===== config.mk =====
export PLATFORM = sky130hd
export DESIGN_NAME = sed_exit_decode
export DESIGN_NICKNAME = d
export VERILOG_FILES = /design/src/sed_pkg.sv /design/src/sed_exit_decode.sv
export VERILOG_INCLUDE_DIRS = /design/src
export SDC_FILE = /design/constraint.sdc
export NUM_CORES = 1
export LEC_CHECK = 0
export ABC_AREA = 1
export BUFFER_PORTS_ARGS = -buffer_cell sky130_fd_sc_hd__buf_2
export CORE_UTILIZATION = 46
export CTS_BUF_LIST = sky130_fd_sc_hd__clkbuf_4 sky130_fd_sc_hd__clkbuf_8
export DETAILED_ROUTE_END_ITERATION = 6
export PLACE_DENSITY = 0.89
export SLEW_MARGIN = 40
export SYNTH_ARGS = -nofsm -noshare
export SYNTH_HDL_FRONTEND = slang
export SYNTH_SLANG_ARGS = --single-unit

===== constraint.sdc =====
create_clock -name sys_clk_i -period 1.5 [get_ports sys_clk_i]
set_clock_uncertainty 0.2 [all_clocks]
set_input_delay 0.3 -clock sys_clk_i [delete_from_list [all_inputs] [get_ports sys_clk_i]]
set_output_delay 0.3 -clock sys_clk_i [all_outputs]
set_load 0.02 [all_outputs]

===== src/sed_defines.svh =====
// Opcode fields and phase timing constants for the subroutine exit decoder.
`ifndef SED_DEFINES_SVH
`define SED_DEFINES_SVH
`define SED_LIT_TOP      2'h3
`define SED_LIT_MID      2'h1
`define SED_PLAIN_OPCODE 14'h0008
`define SED_PHASES       2'h3
`define SED_LIT_MSB      7
`define SED_ACC_RESET    8'h00
`endif


===== src/sed_pkg.sv =====
// Types shared by the subroutine exit decoder.
package sed_pkg;
  typedef enum logic [1:0] {SED_EXEC, SED_IDLE} sed_cyc_e;
  typedef struct packed {
    logic       valid;
    logic [13:0] word;
  } sed_instr_s;
  typedef struct packed {
    logic       pop;
    logic       pc_load;
    logic       acc_write;
    logic [7:0] acc_data;
    logic       flush;
  } sed_ctrl_s;
endpackage : sed_pkg


===== src/sed_exit_decode.sv =====
// Decode and execution sequencing for the two subroutine exit instructions.
`timescale 1ns/1ps
`include "sed_defines.svh"
// How it works
// - Literal exit writes its 8-bit literal to the accumulator in phase four.
// - Literal exit pops the stack into the program counter in phase four.
// - Literal exit lasts two cycles; second cycle idle, no status change.
// - Plain exit pops stack into program counter in phase four, accumulator untouched.
// - Plain exit lasts two cycles; its second cycle is idle.
module sed_exit_decode
  import sed_pkg::*;
(
  input  wire logic       sys_clk_i,
  input  wire logic       reset_i,
  input  wire logic       instr_valid_i,
  input  wire logic [13:0] instr_word_i,
  input  wire logic [12:0] stack_top_entry_i,
  output logic            stack_pop_o,
  output logic            pc_load_o,
  output logic [12:0]     pc_value_o,
  output logic            acc_write_o,
  output logic [7:0]      acc_data_o,
  output logic            fetch_flush_o,
  output logic            busy_o,
  output logic [1:0]      phase_o
);
  sed_instr_s instr;
  sed_cyc_e   cyc;
  sed_cyc_e   next_cyc;
  logic [1:0] phase;
  logic [1:0] next_phase;
  sed_ctrl_s  ctrl;
  sed_ctrl_s  next_ctrl;
  logic [12:0] next_pc_value;
  logic [13:0] held;
  logic [13:0] next_held;
  logic        is_lit;
  logic        is_plain;
  logic        last_phase;

  assign instr.valid = instr_valid_i;
  assign instr.word  = instr_word_i;
  assign last_phase  = (phase == `SED_PHASES);
  assign is_lit   = (held[13:12] == `SED_LIT_TOP) && (held[11:10] == `SED_LIT_MID);
  assign is_plain = (held == `SED_PLAIN_OPCODE);

  // Instructions are captured in phase one of an executing cycle; the held
  // word is what phase four acts on, so mid-cycle input changes are harmless.
  always_comb
  begin
    next_phase    = phase + 2'h1;
    next_cyc      = cyc;
    next_held     = held;
    next_ctrl     = '0;
    next_pc_value = pc_value_o;
    if (phase == 2'h0 && cyc == SED_EXEC)
    begin
      next_held = instr.valid ? instr.word : 14'h0000;
    end
    if (phase == 2'h2 && cyc == SED_EXEC && (is_lit || is_plain))
    begin
      next_ctrl.pop     = 1'b1;
      next_ctrl.pc_load = 1'b1;
      next_pc_value     = stack_top_entry_i;
      next_ctrl.acc_write = is_lit;
      next_ctrl.acc_data  = is_lit ? held[`SED_LIT_MSB:0] : `SED_ACC_RESET;
    end
    if (last_phase)
    begin
      case (cyc)
        SED_EXEC:
        begin
          if (is_lit || is_plain)
          begin
            next_cyc = SED_IDLE;
          end
        end
        SED_IDLE:
        begin
          next_cyc  = SED_EXEC;
          next_held = 14'h0000;
        end
        default:
        begin
          next_cyc = SED_EXEC;
        end
      endcase
    end
    next_ctrl.flush = (next_cyc == SED_IDLE);
  end

  always_ff @(posedge sys_clk_i)
  begin
    if (reset_i)
    begin
      phase      <= 2'h0;
      cyc        <= SED_EXEC;
      held       <= 14'h0000;
      ctrl       <= '0;
      pc_value_o <= 13'h0000;
    end
    else
    begin
      phase      <= next_phase;
      cyc        <= next_cyc;
      held       <= next_held;
      ctrl       <= next_ctrl;
      pc_value_o <= next_pc_value;
    end
  end

  assign stack_pop_o   = ctrl.pop;
  assign pc_load_o     = ctrl.pc_load;
  assign acc_write_o   = ctrl.acc_write;
  assign acc_data_o    = ctrl.acc_data;
  assign fetch_flush_o = ctrl.flush;
  // Busy reuses the flush flop, so it leaves the block straight from a register.
  assign busy_o        = ctrl.flush;
  assign phase_o       = phase;

  property p_lit_write;
    @(posedge sys_clk_i) disable iff (reset_i)
      acc_write_o |-> (phase == 2'h3) && is_lit && (acc_data_o == $past(held[7:0]));
  endproperty
  a_lit_write: assert property (p_lit_write) else $error("Accumulator write misplaced.");

  property p_pop_load;
    @(posedge sys_clk_i) disable iff (reset_i)
      stack_pop_o |-> pc_load_o && phase == 2'h3 && cyc == SED_EXEC;
  endproperty
  a_pop_load: assert property (p_pop_load) else $error("Pop without counter load.");

  property p_lit_idle;
    @(posedge sys_clk_i) disable iff (reset_i)
      (acc_write_o && stack_pop_o) |=> (busy_o && !stack_pop_o && !acc_write_o) [*4]
        ##1 !busy_o;
  endproperty
  a_lit_idle: assert property (p_lit_idle) else $error("Literal exit not two cycles.");

  property p_plain_pop;
    @(posedge sys_clk_i) disable iff (reset_i)
      (stack_pop_o && is_plain) |-> !acc_write_o && pc_value_o == $past(stack_top_entry_i);
  endproperty
  a_plain_pop: assert property (p_plain_pop) else $error("Plain exit wrote accumulator.");

  property p_plain_idle;
    @(posedge sys_clk_i) disable iff (reset_i)
      (stack_pop_o && !acc_write_o) |=> busy_o [*4] ##1 !busy_o;
  endproperty
  a_plain_idle: assert property (p_plain_idle) else $error("Plain exit not two cycles.");

  property p_flush;
    @(posedge sys_clk_i) disable iff (reset_i)
      stack_pop_o |=> fetch_flush_o [*4] ##1 !fetch_flush_o;
  endproperty
  a_flush: assert property (p_flush) else $error("Prefetch kept during idle.");

  property p_phase_step;
    @(posedge sys_clk_i) disable iff (reset_i)
      !$past(reset_i) |-> phase_o == $past(phase_o) + 2'h1;
  endproperty
  a_phase_step: assert property (p_phase_step) else $error("Phase counter skipped.");

  property p_idle_quiet;
    @(posedge sys_clk_i) disable iff (reset_i)
      busy_o |-> !stack_pop_o && !pc_load_o && !acc_write_o;
  endproperty
  a_idle_quiet: assert property (p_idle_quiet) else $error("Activity in idle cycle.");

  property p_write_pop;
    @(posedge sys_clk_i) disable iff (reset_i)
      acc_write_o |-> stack_pop_o && pc_load_o;
  endproperty
  a_write_pop: assert property (p_write_pop) else $error("Write without pop.");

  property p_pc_hold;
    @(posedge sys_clk_i) disable iff (reset_i)
      !pc_load_o |-> $stable(pc_value_o);
  endproperty
  a_pc_hold: assert property (p_pc_hold) else $error("Return address moved.");

  property p_pop_decode;
    @(posedge sys_clk_i) disable iff (reset_i)
      stack_pop_o |-> is_lit || is_plain;
  endproperty
  a_pop_decode: assert property (p_pop_decode) else $error("Pop on other opcode.");

  property p_idle_hold;
    @(posedge sys_clk_i) disable iff (reset_i)
      (busy_o && phase_o == 2'h0) |=> $stable(held);
  endproperty
  a_idle_hold: assert property (p_idle_hold) else $error("Word taken in idle cycle.");

  property p_acc_zero;
    @(posedge sys_clk_i) disable iff (reset_i)
      !acc_write_o |-> acc_data_o == 8'h00;
  endproperty
  a_acc_zero: assert property (p_acc_zero) else $error("Literal without write.");

  property p_pop_pulse;
    @(posedge sys_clk_i) disable iff (reset_i)
      stack_pop_o |=> !stack_pop_o;
  endproperty
  a_pop_pulse: assert property (p_pop_pulse) else $error("Pop held too long.");
endmodule : sed_exit_decode


==> impl_metrics.py <==
metrics = {
    "run_status": {
        "outcome": "finished with violations",
        "violations": "setup timing",
    },
    "floorplan": {
        "die_w_um": 62.6,
        "die_h_um": 62.6,
        "io_pins": 58,
        "coreArea_um2": 3420,
        "num_rows": 21,
        "initial_core_util_pct": 49.4,
        "fp.dieArea_um2": 3920,
    },
    "detailed_routing": {
        "wl_met2_um": 1990,
        "ant_nets": 0,
        "highest_layer": "met4",
        "drtIter0Drc": 68,
        "dr_wl_met3_um": 162,
        "wl_um": 3980,
        "vias": 1534,
        "first_pass_iters": 4,
        "wire_per_inst_um": 12.5,
        "drc": 0,
        "wl_met1_um": 1730,
        "via_per_inst": 4.84,
    },
    "setup_path": {
        "rr_endpoint": "pc_value_o[2]$_SDFFE_PP0P_",
        "crit_family": "simple AND/OR/NAND/NOR gates",
        "worst-path-max-fanout": 7,
        "cp.arrival_ps": 1610,
        "crit_required_ps": 1570,
        "worst_setup_path_start_kind": "flip-flop",
        "cp_num_buf_inv": 3,
        "startpoint": "phase_o[0]$_SDFF_PP0_",
        "worst-r2r-setup-slack_ps": -40,
        "crit_chain": "inv_4 -> ha_4 -> nor3b_4 -> buf_6 -> clkbuf_16 -> nand3b_1 -> nand2_1 -> nor2_1",
        "critPathMaxStageDelay_ps": 370,
        "r2r-start": "phase_o[0]$_SDFF_PP0_",
        "critical_path_class": "reg2reg",
        "crit_slowest_cell": "dfxtp_4",
        "r2r_cells": 8,
        "crit_path_end_kind": "flip-flop",
    },
    "pwr": {
        "p_sw_w": 0.000635,
        "power_density_nw_per_um2": 1010,
        "clkPwrFrac_pct": 29.9,
        "power.total_w": 0.00238,
        "p_int_w": 0.00174,
        "power_frac_seq_pct": 50.8,
        "vdd_ir_drop_max_mv": 0.666,
        "swShare_pct": 26.7,
        "p_leak_nw": 1.12,
        "power_frac_comb_pct": 19.3,
    },
    "yosys": {
        "yosysSeqAreaShare_pct": 49.8,
        "yosysWarningCount": 0,
        "netlist_area_um2": 1690,
        "synth-compound-area-share_pct": 13.0,
        "synth_cell_types": 21,
        "synthCells": 202,
        "synth_nets": 235,
        "avgSynthCellArea_um2": 8.36,
        "synth_mux_area_share_pct": 0,
        "synthSimpleGateAreaFrac_pct": 25.1,
        "synth_xor_area_share_pct": 0,
        "synth_top_family_by_area": "simple AND/OR/NAND/NOR gates",
        "synth_seq_cells": 42,
        "synthAdderAreaFrac_pct": 2.22,
    },
    "placed_design": {
        "io_buffers": 57,
        "hpwl_um": 2340,
        "place.gp.congestion": 0.802,
        "placed_cells": 300,
    },
    "global_route": {
        "grt_max_degree": 28,
        "grt_use_total_pct": 19.1,
        "grt_pass1_vias": 1401,
        "grt_pass1_wl_um": 5860,
        "antenna_found_initial": 0,
        "overflow": 0,
    },
    "sta": {
        "final.setup.worst_slack_ps": -40.6,
        "timing.fmax_ghz": 0.649,
        "setup_viol": 15,
        "drv_slew": 0,
        "hold_viol": 0,
        "rsz0062_at_grt": "yes",
        "worst_pin_slew_ps": 253,
        "relSlewSlack_pct": 83.1,
        "finalCritPeriodShare_pct": 103,
        "post-route-min-period_ps": 1540,
        "setup_tns_ps": -388,
    },
    "clock_network": {
        "path_clk_slew_ps": 120,
        "tritoncts": "built",
        "cts_buffer_depth": 2,
        "cts_inserted_buffers": 5,
        "clock_latency_ps": 360,
        "htreeDepth": 2,
        "root_buffer": "clkbuf_4",
        "cts.sinks": 42,
    },
    "final_layout": {
        "seq_area_um2": 851,
        "fin_nets": 303,
        "areaGrowthSynthToFinish_pct": 39.2,
        "multiInputGateArea_um2": 727,
        "fillers": 290,
        "stdcell_count": 317,
        "drive_above_1_share_pct": 36.5,
        "antenna_cells": 0,
        "fin_util_pct": 68.8,
    },
    "min_path": {
        "hold_path_end": "pc_value_o[8]$_SDFFE_PP0P_",
        "hp-start": "stack_top_entry_i[8]",
        "hold_depth": 4,
        "hp-class": "in2reg",
    },
    "flow_run": {
        "maxCapViolCount": 0,
    },
}
## layer usage
metal  GRT usage [%]  vias up
met5               0        -
met4            9.88        0
met3            5.47        9
met2            32.7       35
met1            21.3      702
li1                -      788
## sequential cells by signal (all words and copies together) (netlist names)
register	flops
phase_o	2
held	14
acc_write_o	1
stack_pop_o	1
cyc	2
busy_o	1
pc_value_o	13
acc_data_o	8
## Yosys cell counts
cell       n  area share, %
dfxtp_1   42             50
nor2_1    41            9.1
a21oi_1   28            8.3
nand2_1   22            4.9
inv_1     20            4.4
nand3b_1  13            5.8
a211oi_1   9            4.0
nor3_1     5            1.5
buf_2      4            1.2
buf_6      3            2.0
ha_1       3            2.2
buf_4      2           0.89
nand2_2    2           0.74
buf_1      1           0.22
buf_8      1           0.89
clkbuf_1   1           0.22
nand3_1    1           0.30
nand4_4    1            1.3
nor3b_4    1            1.1
o31ai_2    1           0.74
or2_1      1           0.37
## stage by stage
stage	hold WS, ps	instance area (um^2)	setup slack (ps)
after floorplan	157	1700	-97.4
after global placement	221	2050	42.8
after detailed placement	224	2050	-6.14
after CTS	32.8	2140	-8.50
after global routing	32.3	2350	-110
final	36.8	2350	-40.6
## worst max-delay path by stage
stage,endpoint,depth (start not counted)
5_1_grt,pc_value_o[8]$_SDFFE_PP0P_,7
3_3_place_gp,pc_value_o[12]$_SDFFE_PP0P_,8
4_1_cts,pc_value_o[0]$_SDFFE_PP0P_,8
3_5_place_dp,acc_data_o[7]$_SDFF_PP0_,6
6_report,pc_value_o[2]$_SDFFE_PP0P_,8
2_1_floorplan,pc_value_o[10]$_SDFFE_PP0P_,7
## layout make-up
cell class,count,share of cell area [%]
clock inverter,3,1.70
inverter,20,3.30
timing repair buffer,73,23.8
sequential,42,36.2
multi-input combinational,128,30.9
tap,46,2.45
clock buffer,5,1.60
## placed cells by master (no fill, tap or decap)
cell	Yosys	layout
buf_2	4	56
nor2_1	41	39
dfxtp_1	42	38
a21oi_1	28	27
nand2_1	22	22
inv_1	20	17
nand3b_1	13	13
a211oi_1	9	6
nor3_1	5	5
clkbuf_4	0	5
clkbuf_16	0	5
buf_12	0	4
buf_4	2	4
a211oi_2	0	3
buf_6	3	3
inv_2	0	2
nand2_4	0	2
nor2_2	0	2
ha_1	3	2
clkinv_2	0	2
dfxtp_2	0	2
dfxtp_4	0	2
inv_4	0	1
or2_1	1	1
nand3_1	1	1
nor3b_4	1	1
a21oi_2	0	1
nand4_4	1	1
o31ai_2	1	1
ha_4	0	1
bufinv_16	0	1
dlygate4sd3_1	0	1
## power by group through the flow
stage | Clock (W) | Sequential, W | Combinational [W]
after floorplan | 0 | 0.00123 | 0.000226
after global placement | 0 | 0.00122 | 0.000344
after detailed placement | 0 | 0.00123 | 0.000354
after CTS | 0.000725 | 0.00120 | 0.000358
after global routing | 0.000773 | 0.00121 | 0.000503
final | 0.000709 | 0.00121 | 0.000460
## worst min-delay path: stages
cell and delay [ps]:
buf_2 70, nand3b_1 90, nand2_1 40, nor2_1 70
## repair_timing
action | in CTS | in global routing
pin swaps | 1 | 16
buffers inserted | 0 | 3
endpoints found under the setup margin | 11 | 35
hold endpoints to repair | 4 | 0
resized for setup | 0 | 19
cloned | 0 | 5
hold buffers | 1 | 0
## cells by family (layout without fill, tap and decap cells)
group / Yosys count / in the layout
AOI/OAI and AO/OA: 38 / 38
and+or+nand+nor: 87 / 87
adders and majority gates: 3 / 3
buffers and inverters: 32 / 101
DFF: 42 / 42
No activity file was read; power rests on OpenSTA's default activity.
